## config.mk

```make
export PLATFORM = sky130hd
export DESIGN_NAME = aol_alarm_lines
export DESIGN_NICKNAME = d
export VERILOG_FILES = /design/src/logic/aol_pkg.sv /design/src/logic/aol_alarm_lines.sv
export SDC_FILE = /design/constraint.sdc
export NUM_CORES = 1
export LEC_CHECK = 0
export BUFFER_PORTS_ARGS = -buffer_cell sky130_fd_sc_hd__buf_2
export CORE_AREA = 2 2 127 129
export DETAILED_ROUTE_END_ITERATION = 10
export DIE_AREA = 0 0 129 131
export MAX_ROUTING_LAYER = met4
export PLACE_DENSITY = 0.8
export SLEW_MARGIN = 20
export SYNTH_ARGS = -nofsm -noshare
export SYNTH_HDL_FRONTEND = slang
export SYNTH_SLANG_ARGS = --single-unit
```

## constraint.sdc

```tcl
create_clock -name clock_i -period 3.67 [get_ports clock_i]
set_clock_uncertainty 0.05 [all_clocks]
set_input_delay 0.734 -clock clock_i [delete_from_list [all_inputs] [get_ports clock_i]]
set_output_delay 0.734 -clock clock_i [all_outputs]
set_load 0.005 [all_outputs]
```

## src/logic/aol_pkg.sv

```systemverilog
package aol_pkg;

  localparam int unsigned NUM_LINES = 4;
  localparam int unsigned NUM_MF    = 3;
  localparam int unsigned PORT_W    = 8;
  localparam int unsigned TOT_W     = 26;
  localparam int unsigned SEL_W     = 2;

  // Multifunction channel order within a slot
  localparam int unsigned MF_LO  = 0;
  localparam int unsigned MF_HI  = 1;
  localparam int unsigned MF_TOT = 2;

  // Register byte offsets
  localparam logic [7:0] OFS_CTRL    = 8'h00;
  localparam logic [7:0] OFS_CLEAR   = 8'h04;
  localparam logic [7:0] OFS_ROUTE   = 8'h08;
  localparam logic [7:0] OFS_MFCFG   = 8'h0C;
  localparam logic [7:0] OFS_PAT_LO  = 8'h10;
  localparam logic [7:0] OFS_PAT_HI  = 8'h14;
  localparam logic [7:0] OFS_TOT_LIM = 8'h18;
  localparam logic [7:0] OFS_STATUS  = 8'h1C;

  // Control register fields
  localparam int unsigned CTRL_LATCH = 0;
  localparam int unsigned CTRL_POL   = 1;
  localparam int unsigned CTRL_FRST  = 8;

  // Clear register fields: bits 3..0 select lines, bit 4 clears all
  localparam int unsigned CLR_LINE = 0;
  localparam int unsigned CLR_ALL  = 4;

  // Multifunction config fields
  localparam int unsigned MF_SEL  = 0;
  localparam int unsigned MF_EN   = 8;
  localparam int unsigned MF_DIFF = 12;

  // Pattern register fields
  localparam int unsigned PAT_VAL  = 0;
  localparam int unsigned PAT_CARE = 8;

  // Status register fields
  localparam int unsigned STS_LINE = 0;
  localparam int unsigned STS_MF   = 4;

  // Reset values
  localparam logic              RST_LATCH = 1'b1;
  localparam logic              RST_POL   = 1'b0;
  localparam logic [PORT_W-1:0] RST_CARE  = 8'hFF;
  localparam logic [PORT_W-1:0] RST_VAL   = 8'h00;
  localparam logic [TOT_W-1:0]  RST_LIM   = 26'h0000000;

endpackage

```

## src/logic/aol_alarm_lines.sv

```systemverilog
`timescale 1ns/1ns
// Functional notes
// - Four alarm lines, each the OR of all channels routed to it.
// - Any number of channels may share one line number.
// - One latch/track mode bit governs all four lines.
// - Factory reset deasserts all lines; event outputs are not cleared.
// - Latch mode: line sets on first alarm, holds until clear, scan start, power.
// - Manual clear works at any time, never touches reading memory data.
// - Track mode: line asserted only while a source is outside its limit.
// - Track mode: line drops by itself when the source returns inside.
// - Starting a scan deasserts all alarm lines.
// - Shared polarity: active-low drives 0 on alarm, active-high drives 1.
// - Factory reset returns polarity to active-low.
// - New polarity applies at once to the present alarm state.
// - Port and totalizer alarms evaluated continuously once enabled.
// - Port and totalizer results go to reading memory only during a scan.
// - Scan start clears reading memory but not the queued alarm events.
// - Channel order: lower port first, upper port second, totalizer third.
// - Equal mode fires on masked equality, differ mode on masked inequality.
// - Care bits at zero exclude port bits from the compare.
// - Totalizer alarm fires when count reaches its high limit, on its line.
// - Compare is (data XOR value) AND care; nonzero means different.
module aol_alarm_lines #(
  parameter int unsigned N_EXT = 8
) (
  input  wire logic                       clock_i,
  input  wire logic                       rst_b_i,
  input  wire logic                       psel_i,
  input  wire logic                       penable_i,
  input  wire logic                       pwrite_i,
  input  wire logic [7:0]                 paddr_i,
  input  wire logic [31:0]                pwdata_i,
  output logic      [31:0]                prdata_o,
  output logic                            pready_o,
  output logic                            pslverr_o,
  input  wire logic [N_EXT-1:0]           ext_alarm_i,
  input  wire logic [aol_pkg::PORT_W-1:0] dio_lo_i,
  input  wire logic [aol_pkg::PORT_W-1:0] dio_hi_i,
  input  wire logic [aol_pkg::TOT_W-1:0]  tot_count_i,
  input  wire logic                       scan_start_i,
  input  wire logic                       scan_active_i,
  output logic [aol_pkg::NUM_LINES-1:0]   alarm_line_o,
  output logic                            evt_valid_o,
  output logic [aol_pkg::NUM_MF-1:0]      evt_flags_o,
  output logic                            rec_valid_o,
  output logic [aol_pkg::NUM_MF-1:0]      rec_flags_o,
  output logic                            mem_clear_o
);

  localparam int unsigned RW = aol_pkg::SEL_W * N_EXT;

  typedef struct packed {
    logic                                   latch;
    logic                                   pol_high;
    logic [RW-1:0]                          route;
    logic [aol_pkg::SEL_W*aol_pkg::NUM_MF-1:0] mf_sel;
    logic [aol_pkg::NUM_MF-1:0]             mf_en;
    logic [1:0]                             mf_diff;
    logic [aol_pkg::PORT_W-1:0]             val_lo;
    logic [aol_pkg::PORT_W-1:0]             care_lo;
    logic [aol_pkg::PORT_W-1:0]             val_hi;
    logic [aol_pkg::PORT_W-1:0]             care_hi;
    logic [aol_pkg::TOT_W-1:0]              tot_lim;
    logic [aol_pkg::PORT_W-1:0]             lo_s1;
    logic [aol_pkg::PORT_W-1:0]             lo_s2;
    logic [aol_pkg::PORT_W-1:0]             hi_s1;
    logic [aol_pkg::PORT_W-1:0]             hi_s2;
    logic [N_EXT-1:0]                       ext_prev;
    logic [aol_pkg::NUM_MF-1:0]             mf_prev;
    logic [aol_pkg::NUM_LINES-1:0]          line;
    logic [aol_pkg::NUM_LINES-1:0]          out;
    logic                                   pready;
    logic                                   pslverr;
    logic [31:0]                            prdata;
    logic                                   evt_valid;
    logic [aol_pkg::NUM_MF-1:0]             evt_flags;
    logic                                   rec_valid;
    logic [aol_pkg::NUM_MF-1:0]             rec_flags;
    logic                                   mem_clear;
  } aol_state_t;

  // Idle active-low lines drive high, hence out starts at all ones
  localparam aol_state_t RST_STATE = '{
    latch    : aol_pkg::RST_LATCH,
    pol_high : aol_pkg::RST_POL,
    val_lo   : aol_pkg::RST_VAL,
    val_hi   : aol_pkg::RST_VAL,
    care_lo  : aol_pkg::RST_CARE,
    care_hi  : aol_pkg::RST_CARE,
    tot_lim  : aol_pkg::RST_LIM,
    out      : '1,
    default  : '0
  };

  aol_state_t st_r;
  aol_state_t st_nxt;

  function automatic logic pat_alarm(
    input logic [aol_pkg::PORT_W-1:0] data,
    input logic [aol_pkg::PORT_W-1:0] value,
    input logic [aol_pkg::PORT_W-1:0] care,
    input logic                       differ
  );
    logic [aol_pkg::PORT_W-1:0] diff_bits;
    logic                       same;
    // A care bit at zero drops that port bit from the compare
    diff_bits = (data ^ value) & care;
    same      = diff_bits == '0;
    return differ ? ~same : same;
  endfunction

  // Mapped word offsets; anything else, misaligned too, is refused with pslverr
  function automatic logic reg_hit(input logic [7:0] addr);
    logic hit;
    unique case (addr)
      aol_pkg::OFS_CTRL,
      aol_pkg::OFS_CLEAR,
      aol_pkg::OFS_ROUTE,
      aol_pkg::OFS_MFCFG,
      aol_pkg::OFS_PAT_LO,
      aol_pkg::OFS_PAT_HI,
      aol_pkg::OFS_TOT_LIM,
      aol_pkg::OFS_STATUS:
        hit = 1'b1;
      default:
        hit = 1'b0;
    endcase
    return hit;
  endfunction

  logic [aol_pkg::NUM_MF-1:0]    mf_alm;
  logic [aol_pkg::NUM_MF-1:0]    mf_rise;
  logic [N_EXT-1:0]              ext_rise;
  logic [aol_pkg::NUM_LINES-1:0] line_lvl;
  logic [aol_pkg::NUM_LINES-1:0] line_rise;
  logic [aol_pkg::NUM_LINES-1:0] clr;
  logic [31:0]                   rd_word;
  logic                          take;
  logic                          wr;
  logic                          frst;

  always_comb
  begin
    st_nxt = st_r;

    // Port pins come from outside, two stages before any compare
    st_nxt.lo_s1 = dio_lo_i;
    st_nxt.lo_s2 = st_r.lo_s1;
    st_nxt.hi_s1 = dio_hi_i;
    st_nxt.hi_s2 = st_r.hi_s1;

    // Evaluated every cycle, independent of scanning
    mf_alm[aol_pkg::MF_LO] = st_r.mf_en[aol_pkg::MF_LO] &
      pat_alarm(st_r.lo_s2, st_r.val_lo, st_r.care_lo, st_r.mf_diff[0]);
    mf_alm[aol_pkg::MF_HI] = st_r.mf_en[aol_pkg::MF_HI] &
      pat_alarm(st_r.hi_s2, st_r.val_hi, st_r.care_hi, st_r.mf_diff[1]);
    mf_alm[aol_pkg::MF_TOT] = st_r.mf_en[aol_pkg::MF_TOT] &
      (tot_count_i >= st_r.tot_lim);
    mf_rise  = mf_alm & ~st_r.mf_prev;
    ext_rise = ext_alarm_i & ~st_r.ext_prev;
    st_nxt.mf_prev  = mf_alm;
    st_nxt.ext_prev = ext_alarm_i;

    // Each source names exactly one line; a line ORs every source naming it
    line_lvl  = '0;
    line_rise = '0;
    for (int i = 0; i < int'(N_EXT); i++)
    begin
      line_lvl[st_r.route[aol_pkg::SEL_W*i +: aol_pkg::SEL_W]]  |= ext_alarm_i[i];
      line_rise[st_r.route[aol_pkg::SEL_W*i +: aol_pkg::SEL_W]] |= ext_rise[i];
    end
    for (int j = 0; j < int'(aol_pkg::NUM_MF); j++)
    begin
      line_lvl[st_r.mf_sel[aol_pkg::SEL_W*j +: aol_pkg::SEL_W]]  |= mf_alm[j];
      line_rise[st_r.mf_sel[aol_pkg::SEL_W*j +: aol_pkg::SEL_W]] |= mf_rise[j];
    end

    // APB: one wait state, writes land on the completing edge
    take = psel_i & penable_i & st_r.pready;
    wr   = take & pwrite_i & reg_hit(paddr_i);
    st_nxt.pready = psel_i & penable_i & ~st_r.pready;

    // Read word decoded from the live address, captured together with pready
    rd_word = '0;
    unique case (paddr_i)
      aol_pkg::OFS_CTRL:
      begin
        rd_word[aol_pkg::CTRL_LATCH] = st_r.latch;
        rd_word[aol_pkg::CTRL_POL]   = st_r.pol_high;
      end
      aol_pkg::OFS_ROUTE:
      begin
        rd_word = 32'(st_r.route);
      end
      aol_pkg::OFS_MFCFG:
      begin
        rd_word[aol_pkg::MF_SEL +: aol_pkg::SEL_W*aol_pkg::NUM_MF] = st_r.mf_sel;
        rd_word[aol_pkg::MF_EN +: aol_pkg::NUM_MF] = st_r.mf_en;
        rd_word[aol_pkg::MF_DIFF +: 2] = st_r.mf_diff;
      end
      aol_pkg::OFS_PAT_LO:
      begin
        rd_word[aol_pkg::PAT_VAL +: aol_pkg::PORT_W]  = st_r.val_lo;
        rd_word[aol_pkg::PAT_CARE +: aol_pkg::PORT_W] = st_r.care_lo;
      end
      aol_pkg::OFS_PAT_HI:
      begin
        rd_word[aol_pkg::PAT_VAL +: aol_pkg::PORT_W]  = st_r.val_hi;
        rd_word[aol_pkg::PAT_CARE +: aol_pkg::PORT_W] = st_r.care_hi;
      end
      aol_pkg::OFS_TOT_LIM:
      begin
        rd_word = 32'(st_r.tot_lim);
      end
      aol_pkg::OFS_STATUS:
      begin
        rd_word[aol_pkg::STS_LINE +: aol_pkg::NUM_LINES] = st_r.line;
        rd_word[aol_pkg::STS_MF +: aol_pkg::NUM_MF]      = st_r.mf_prev;
      end
      default:
      begin
        rd_word = '0;
      end
    endcase
    if (st_nxt.pready)
    begin
      st_nxt.prdata  = pwrite_i ? 32'h00000000 : rd_word;
      st_nxt.pslverr = ~reg_hit(paddr_i);
    end
    else
    begin
      st_nxt.pslverr = 1'b0;
    end

    frst = 1'b0;
    clr  = '0;
    if (wr)
    begin
      unique case (paddr_i)
        aol_pkg::OFS_CTRL:
        begin
          st_nxt.latch    = pwdata_i[aol_pkg::CTRL_LATCH];
          st_nxt.pol_high = pwdata_i[aol_pkg::CTRL_POL];
          frst            = pwdata_i[aol_pkg::CTRL_FRST];
        end
        aol_pkg::OFS_CLEAR:
        begin
          // Write-only strobe: acts for one cycle and reads back zero
          clr = pwdata_i[aol_pkg::CLR_LINE +: aol_pkg::NUM_LINES] |
                {aol_pkg::NUM_LINES{pwdata_i[aol_pkg::CLR_ALL]}};
        end
        aol_pkg::OFS_ROUTE:
        begin
          st_nxt.route = pwdata_i[RW-1:0];
        end
        aol_pkg::OFS_MFCFG:
        begin
          st_nxt.mf_sel  = pwdata_i[aol_pkg::MF_SEL +: aol_pkg::SEL_W*aol_pkg::NUM_MF];
          st_nxt.mf_en   = pwdata_i[aol_pkg::MF_EN +: aol_pkg::NUM_MF];
          st_nxt.mf_diff = pwdata_i[aol_pkg::MF_DIFF +: 2];
        end
        aol_pkg::OFS_PAT_LO:
        begin
          st_nxt.val_lo  = pwdata_i[aol_pkg::PAT_VAL +: aol_pkg::PORT_W];
          st_nxt.care_lo = pwdata_i[aol_pkg::PAT_CARE +: aol_pkg::PORT_W];
        end
        aol_pkg::OFS_PAT_HI:
        begin
          st_nxt.val_hi  = pwdata_i[aol_pkg::PAT_VAL +: aol_pkg::PORT_W];
          st_nxt.care_hi = pwdata_i[aol_pkg::PAT_CARE +: aol_pkg::PORT_W];
        end
        aol_pkg::OFS_TOT_LIM:
        begin
          // Raw count compare: a count that rolls over past the top ends the alarm
          st_nxt.tot_lim = pwdata_i[aol_pkg::TOT_W-1:0];
        end
        default:
        begin
        end
      endcase
    end

    // Factory reset disables port and totalizer alarms and clears the lines but leaves event outputs alone
    if (frst)
    begin
      st_nxt.pol_high = aol_pkg::RST_POL;
      st_nxt.mf_en    = '0;
    end
    if (frst | scan_start_i)
    begin
      clr = '1;
    end

    // A crossing in the clear cycle still sets the latch
    // Track lines follow the OR level; a clear only masks them for one cycle
    if (st_r.latch)
    begin
      st_nxt.line = (st_r.line & ~clr) | line_rise;
    end
    else
    begin
      st_nxt.line = line_lvl & ~clr;
    end

    // Pin follows the new polarity on the same edge that lands the write
    st_nxt.out = st_nxt.pol_high ? st_nxt.line : ~st_nxt.line;

    // Queue events are raised regardless of scan; memory only while scanning
    st_nxt.evt_valid = |mf_rise;
    st_nxt.evt_flags = mf_rise;
    st_nxt.rec_valid = (|mf_rise) & scan_active_i;
    st_nxt.rec_flags = mf_rise & {aol_pkg::NUM_MF{scan_active_i}};
    st_nxt.mem_clear = scan_start_i;
  end

  always_ff @(posedge clock_i or negedge rst_b_i)
  begin
    if (!rst_b_i)
    begin
      st_r <= RST_STATE;
    end
    else
    begin
      st_r <= st_nxt;
    end
  end

  assign prdata_o     = st_r.prdata;
  assign pready_o     = st_r.pready;
  assign pslverr_o    = st_r.pslverr;
  assign alarm_line_o = st_r.out;
  assign evt_valid_o  = st_r.evt_valid;
  assign evt_flags_o  = st_r.evt_flags;
  assign rec_valid_o  = st_r.rec_valid;
  assign rec_flags_o  = st_r.rec_flags;
  assign mem_clear_o  = st_r.mem_clear;

endmodule

```

==> metrics.txt, run 1 <==
combined area of the multi-input logic cells=3660 sq um; met1 track utilization from global routing=0.3625; vias in the first global route=6655; routed wire length=22610 microns; logic depth of the worst register-to-register path=8; run status=finished, final reports clean; fraction of layout instances using a drive strength above 1=0.2921; met3 Track Usage GR=0.05090; clk slew on worst S/H paths=0.07 ns; number of port buffers=131; Post-Synthesis Cell Area=8652 sq um; post-cts repair resize count=0; DR pass1 iterations=5; cell count after synthesis=802; asr flop ratio synth=1.000; DR vias/cell=5.968; cells traversed along the worst timing path=xor2_1 > a22oi_1 > and4_1 > mux2i_1 > or4_1 > o211ai_1 > a221o_1 > xnor2_1; pin count of the biggest net entering global routing=79; total setup buffers inserted after CTS=0; Worst-Skew Late Latency=0.44 ns; #FFs+latches synth=175; Worst Max-Slew Pin Slew=0.9559 ns; num rows=46; Synthesis Warnings=0; pwr/cell area=395.7 nW/um^2; Overall Global Routing Usage=0.2879; Clock Tree Buf Depth=2; fin. max-slew vios=0; wire length of the first global-routing pass=35250 microns; distinct cell type count after synthesis=71; buffer type at the clock tree root=sky130_fd_sc_hd__clkbuf_16; kind of end point of the critical path=flop; share of synthesized area occupied by flip-flops and latches=0.5092; total half-perimeter wirelength after legalization and detailed placement=16710 microns; initial antenna violation count=1; routability-driven placement congestion ratio=0.9275; clock buffers created by TritonCTS=17; endpoint of the most critical register-to-register path=alarm_line_o[0]; headroom to the max-slew limit=0.3445; flip-flop and latch area=4405 sq um; worst reg2reg startpoint=st_r[133]; count of endpoints failing setup in the final report=0; Placeable Area=15600 sq um; CP max stage delay=0.75 ns; number of flops mapped to enable cells by yosys=0; CTS H-tree depth=4; worst min-delay path class=in2async; count of pins on the block boundary=144; cts-stage hold buffer count=0; critical path endpoint=alarm_line_o[0]; clock tree from TritonCTS=yes; DRC violations left=0; class of the most critical setup path=reg2reg; total die area=16900 sq um; mean cell area of the mapped netlist=10.79 sq um; final sum of negative setup slack=0 ns; met2 track demand over resource=0.4653; grt peak-use layer=met2; routed via count=6750; floorplan die width=129 microns; Max Clock Freq=353.4 MHz; worst voltage drop across the vdd grid=0.0004709 V; Initial Utilization=0.5547; leading cell type in the layout, fill and taps excluded=sky130_fd_sc_hd__dfrtp_1; data required time at the worst endpoint=3.98 ns; clock sink count=175; min Tclk post-route=2.829 ns; static power due to leakage=4.803 nW; count of antenna-violating nets left after detailed routing=0; kind of start point of the critical path=flop; critical path fanouts, max=10; cell with the largest stage delay on the worst path=sky130_fd_sc_hd__mux2i_1; Worst Setup SP=st_r[133]; grt total ovfl=0; cell area after layout=9879 sq um; net count reported at finish=1024; final worst-path cycle share=0.7709; overall die height=131 microns; most used flip-flop cell after synthesis=sky130_fd_sc_hd__dfrtp_1; most frequent cells in the layout=154 x sky130_fd_sc_hd__dfrtp_1, 130 x sky130_fd_sc_hd__buf_2, 64 x sky130_fd_sc_hd__nand2_1, 61 x sky130_fd_sc_hd__o21ai_0, 51 x sky130_fd_sc_hd__mux2_2; max capacitance violation total=0; area of placed instances=9310 sq um; area added between synthesis and finish=14.19%; routed wirelength normalized by instance count=19.99 microns; filler instances=1252; Arr. time, crit path=3.14 ns; initial DRC count=657; unrepaired setup endpoints after global routing=false; Worst R2R Setup Slack=0.84 ns; final count of hold timing violations=0
==> layer usage <==
metal,wire length (microns),vias up,share of wire
met2,11080,326,0.49
met4,785,0,0.035
met1,9035,3318,0.40
met5,0,-,0
met3,1711,63,0.076
li1,-,3043,-
==> area by class of cell <==
| type | count | share of cell area |
|---|---|---|
| inverters | 44 | 0.01672 |
| diodes | 1 | 0.0002533 |
| clock inverters | 13 | 0.01254 |
| multi-input cells | 514 | 0.3704 |
| clock buffers | 19 | 0.04483 |
| well taps | 216 | 0.02736 |
| repair buffers | 149 | 0.08194 |
| flip-flops and latches | 175 | 0.4459 |
==> per-stage QoR <==
step	hold slack [ns]	std cells	util	worst slack, ns	power, mW
floorplan	0.2812	807	-	0.7230	2.074
global placement	0.2820	1098	0.5969	0.5335	2.208
detailed placement	0.2855	1098	0.5969	0.4846	2.213
CTS	0.2992	1130	0.6332	0.8802	3.927
global route	0.3022	1131	0.6334	0.6869	4.029
finish	0.2571	1131	0.6334	0.8406	3.910
==> worst max-delay path: cells and delay by family (launching register included) <==
| kind | cells | cell delay (ns) |
|---|---|---|
| mux | 1 | 0.75 |
| flops | 1 | 0.45 |
| compound gates | 3 | 0.68 |
| simple gates | 2 | 0.48 |
| xor+xnor | 2 | 0.34 |
==> how the worst min path moves through the flow <==
stage / endpoint / cells after the start
CTS: st_r[56] / 1
finish: prdata_o[20] / 1
detailed placement: st_r[65] / 0
global route: st_r[65] / 0
global placement: st_r[67] / 0
floorplan: st_r[62] / 0
==> cell usage after synthesis, types with 3 or more instances <==
master | number | area, sq um
sky130_fd_sc_hd__a221oi_1 | 8 | 70.07
sky130_fd_sc_hd__nand4_1 | 8 | 50.05
sky130_fd_sc_hd__xnor2_1 | 4 | 35.03
sky130_fd_sc_hd__and3_1 | 7 | 43.79
sky130_fd_sc_hd__nand3_1 | 16 | 80.08
sky130_fd_sc_hd__a22o_1 | 10 | 87.58
sky130_fd_sc_hd__o21ai_0 | 61 | 305.3
sky130_fd_sc_hd__nor4_1 | 5 | 31.28
sky130_fd_sc_hd__inv_1 | 43 | 161.4
sky130_fd_sc_hd__dfrtp_1 | 154 | 3854
sky130_fd_sc_hd__buf_2 | 6 | 30.03
sky130_fd_sc_hd__clkbuf_1 | 24 | 90.09
sky130_fd_sc_hd__nor2b_1 | 7 | 43.79
sky130_fd_sc_hd__dfstp_2 | 21 | 551.8
sky130_fd_sc_hd__nand3b_1 | 12 | 90.09
sky130_fd_sc_hd__xor2_1 | 16 | 140.1
sky130_fd_sc_hd__a211oi_1 | 4 | 30.03
sky130_fd_sc_hd__nor2_1 | 32 | 120.1
sky130_fd_sc_hd__o21ai_1 | 9 | 45.04
sky130_fd_sc_hd__o211ai_1 | 7 | 52.55
sky130_fd_sc_hd__a22oi_1 | 15 | 112.6
sky130_fd_sc_hd__and2_1 | 8 | 50.05
sky130_fd_sc_hd__o22ai_1 | 8 | 50.05
sky130_fd_sc_hd__mux2i_1 | 10 | 100.1
sky130_fd_sc_hd__ha_1 | 26 | 325.3
sky130_fd_sc_hd__o21a_1 | 3 | 22.52
sky130_fd_sc_hd__buf_4 | 42 | 315.3
sky130_fd_sc_hd__mux2_2 | 51 | 574.3
sky130_fd_sc_hd__a21o_1 | 9 | 67.56
sky130_fd_sc_hd__nand2_1 | 64 | 240.2
sky130_fd_sc_hd__a221o_1 | 4 | 40.04
sky130_fd_sc_hd__a222oi_1 | 8 | 80.08
sky130_fd_sc_hd__nand2b_1 | 8 | 50.05
sky130_fd_sc_hd__a21oi_1 | 17 | 85.08
sky130_fd_sc_hd__mux2_1 | 8 | 90.09
sky130_fd_sc_hd__nor3_1 | 14 | 70.07
sky130_fd_sc_hd__nor3b_1 | 5 | 37.54
sky130_fd_sc_hd__or2_2 | 3 | 18.77
sky130_fd_sc_hd__and4_1 | 4 | 35.03
==> cell families (layout without fill, tap and decap cells) <==
logic type,after synthesis,after routing,synth area share
mux,69,69,0.08836
buf+inv,118,225,0.07028
fa+ha+maj,26,26,0.03760
simple gates,209,209,0.1293
xor+xnor,20,20,0.02024
compound gates,184,184,0.1446
other cells,1,7,0.0004334
flops,175,175,0.5092
==> flip-flops by register name, summed over array words and instances, names as in the netlist, 3 cells and up <==
name / cells
rec_flags_o: 3
st_nxt: 16
st_r: 118
prdata_o: 26
evt_flags_o: 3
alarm_line_o: 4
==> power by group <==
group	switching [mW]	total (mW)	leakage (nW)	internal, mW
logic	0.134	0.209	2.41	0.0750
registers	0.0138	1.97	2.12	1.96
clock network	0.821	1.73	0.270	0.910
(Power assumes the default switching activity.)
==> inputs of run 2 (changes only) <==
==> constraint.sdc (replaced) <==
create_clock -name clock_i -period 2.7 [get_ports clock_i]
set_clock_uncertainty 0.05 [all_clocks]
set_input_delay 0.54 -clock clock_i [delete_from_list [all_inputs] [get_ports clock_i]]
set_output_delay 0.54 -clock clock_i [all_outputs]
set_load 0.005 [all_outputs]
==> run 2 against run 1 <==
- highest routed layer unchanged
- via count grew 2.7%
- hold slack got worse by 0.21 ns
- first-iteration DRC count increased by 16%
- wire length up 1.2%
- die area unchanged
==> metrics.txt, run 2 (same netlist as run 1, synthesis figures left out) <==
min Tclk post-route=2.627 ns (-0.2019 ns); Overall Global Routing Usage=0.2885 (+0.0006005); clk slew on worst S/H paths=0.07 ns (about the same); class of the most critical setup path=reg2reg; setup slack after layout=0.07255 ns (-0.7681 ns); critical path fanouts, max=6 (-4); clock share of power=0.449 (+0.006); initial DRC count=762 (+16%); post-route worst hold slack=0.04597 ns (-0.2111 ns); pwr/cell area=530.6 nW/um^2 (+34%); DR vias/cell=5.966 (about the same); Initial Utilization=0.5547 (unchanged); grt peak-use layer=met2; net count reported at finish=1055 (+3.0%); net switching power of the design=1.248 mW (+29%); number of port buffers=131 (unchanged); total die area=16900 sq um (unchanged); max capacitance violation total=0 (unchanged); fraction of power consumed by sequential logic=0.496 (-0.008); run status=finished, final reports clean; fin. max-slew vios=0 (unchanged); number of flip-flops in the largest register=118 (unchanged); DR pass1 iterations=8 (+3); pin count of the biggest net entering global routing=65 (-18%); routed wire length=22890 microns (+1.2%); Worst Max-Slew Pin Slew=0.6196 ns (-0.3363 ns); count of pins on the block boundary=144 (unchanged); routed wirelength normalized by instance count=19.70 microns (-1.5%); headroom to the max-slew limit=0.5788 (+0.2343); met1 track utilization from global routing=0.3643 (+0.001809); area added between synthesis and finish=17.58%; Worst-Skew Late Latency=0.43 ns (about the same); final count of hold timing violations=0 (unchanged); DRC violations left=0 (unchanged); filler instances=1184 (-5.4%); wire length of the first global-routing pass=35490 microns (+0.66%); static power due to leakage=4.959 nW (+3.2%); kind of end point of the critical path=flop; number of instances in the placed design=1128 (+2.7%); cts-stage hold buffer count=0 (unchanged); grt total ovfl=0 (unchanged); Clock Tree Buf Depth=2 (unchanged); count of endpoints failing setup in the final report=0 (unchanged); kind of start point of the critical path=flop; total half-perimeter wirelength after legalization and detailed placement=17280 microns (+3.4%); internal power=4.150 mW (+41%); Top reg by flops=st_r; worst voltage drop across the vdd grid=0.0004750 V (+0.87%); num rows=46 (unchanged); most frequent cells in the layout=154 x sky130_fd_sc_hd__dfrtp_1, 130 x sky130_fd_sc_hd__buf_2, 64 x sky130_fd_sc_hd__nand2_1, 61 x sky130_fd_sc_hd__o21ai_0, 51 x sky130_fd_sc_hd__mux2_2; clock buffers created by TritonCTS=17 (unchanged); fraction of layout instances using a drive strength above 1=0.3196 (+0.02745); Placeable Area=15600 sq um (unchanged); met2 track demand over resource=0.4706 (+0.005291); leading cell type in the layout, fill and taps excluded=sky130_fd_sc_hd__dfrtp_1; final worst-path cycle share=0.9731 (+0.2022); routability-driven placement congestion ratio=0.9029 (-2.7%); met3 Track Usage GR=0.05090 (unchanged); dpl ws=-0.2369 ns (-0.7215 ns); fraction of power spent switching nets=0.2311 (-0.01654); buffer type at the clock tree root=sky130_fd_sc_hd__clkbuf_16; count of antenna-violating nets left after detailed routing=0 (unchanged); initial antenna violation count=1 (unchanged); clock tree from TritonCTS=yes; worst min-delay path class=in2async; vias in the first global route=6580 (-1.1%); floorplan die width=129 microns (unchanged); fraction of power consumed by combinational cells=0.055 (+0.002); unrepaired setup endpoints after global routing=true; routed via count=6932 (+2.7%); CTS H-tree depth=4 (unchanged); clock sink count=175 (unchanged); overall die height=131 microns (unchanged); Arr. time, crit path=2.89 ns (-0.25 ns); Finished Layout Cells=1162 (+2.7%); Max Clock Freq=380.6 MHz (+7.7%); final sum of negative setup slack=0 ns (unchanged); data required time at the worst endpoint=2.97 ns (-1.01 ns)
run 2: changes by cell type in the layout (fill, tap and decap cells not counted), sizes merged:
cell,before,now
clkbuf,19,21
clkinvlp,3,4
buf,149,180
bufinv,0,2
clkinv,5,1
inv,49,48
run 2: final cells by class:
class                   count  area (sq um)  area share
flip-flops and latches    175          4405      0.4330
multi-input cells         514          3690      0.3627
repair buffers            180          1067      0.1049
clock buffers              21         440.4     0.04329
well taps                 216         270.3     0.02656
inverters                  44         165.2     0.01623
clock inverters            11         132.6     0.01304
diodes                      1         2.502   0.0002460
run 2: through the flow:
step	cell area (sq um)	total power, mW	util
6_report	10170	5.398	0.6523
5_1_grt	10170	5.563	0.6523
4_1_cts	10150	5.420	0.6505
3_5_place_dp	9573	3.023	0.6137
3_3_place_gp	9573	3.016	0.6137
2_1_floorplan	8683	2.819	-
run 2: critical path: stages, from the launching register on:
cell and delay (ns):
sky130_fd_sc_hd__dfrtp_1 0.38, sky130_fd_sc_hd__inv_2 0.06, sky130_fd_sc_hd__ha_1 0.18, sky130_fd_sc_hd__a2111oi_2 0.34, sky130_fd_sc_hd__o21ai_1 0.13, sky130_fd_sc_hd__a2111o_1 0.39, sky130_fd_sc_hd__a311oi_2 0.22, sky130_fd_sc_hd__buf_4 0.21
sky130_fd_sc_hd__nor2_2 0.06, sky130_fd_sc_hd__or3_4 0.33, sky130_fd_sc_hd__and2_1 0.16
run 2: power by group through the flow:
stage	sequential, mW	clock [mW]	combinational [mW]
2_1_floorplan	2.72	0	0.0983
3_3_place_gp	2.72	0	0.292
3_5_place_dp	2.73	0	0.297
4_1_cts	2.68	2.44	0.298
5_1_grt	2.68	2.55	0.331
6_report	2.68	2.42	0.298
run 2: path summary, 6_finish.rpt:
| check | start | to | slack [ns] | depth (start not counted) |
|---|---|---|---|---|
| max reg2reg | st_r[96] | rec_valid_o | 0.07 | 10 |
| max | st_r[96] | rec_valid_o | 0.07 | 10 |
| min | rst_b_i | prdata_o[11] | 0.05 | 1 |
| min in group clock_i | dio_hi_i[5] | st_nxt[67] | 0.16 | 1 |
| min reg2reg | st_nxt[79] | st_r[79] | 0.30 | 0 |
| max in group asynchronous | rst_b_i | alarm_line_o[2] | 1.78 | 2 |
run 2: repair_timing:
item,4_1_cts,5_1_grt
resized for setup,1,5
pin swaps,1,1
setup endpoints to repair,1,4
setup buffers,0,1
run 2: metal layers:
layer,part of all wire,up-vias
met5,0,-
met4,0.029,0
met3,0.076,55
met2,0.49,328
met1,0.40,3446
li1,-,3103
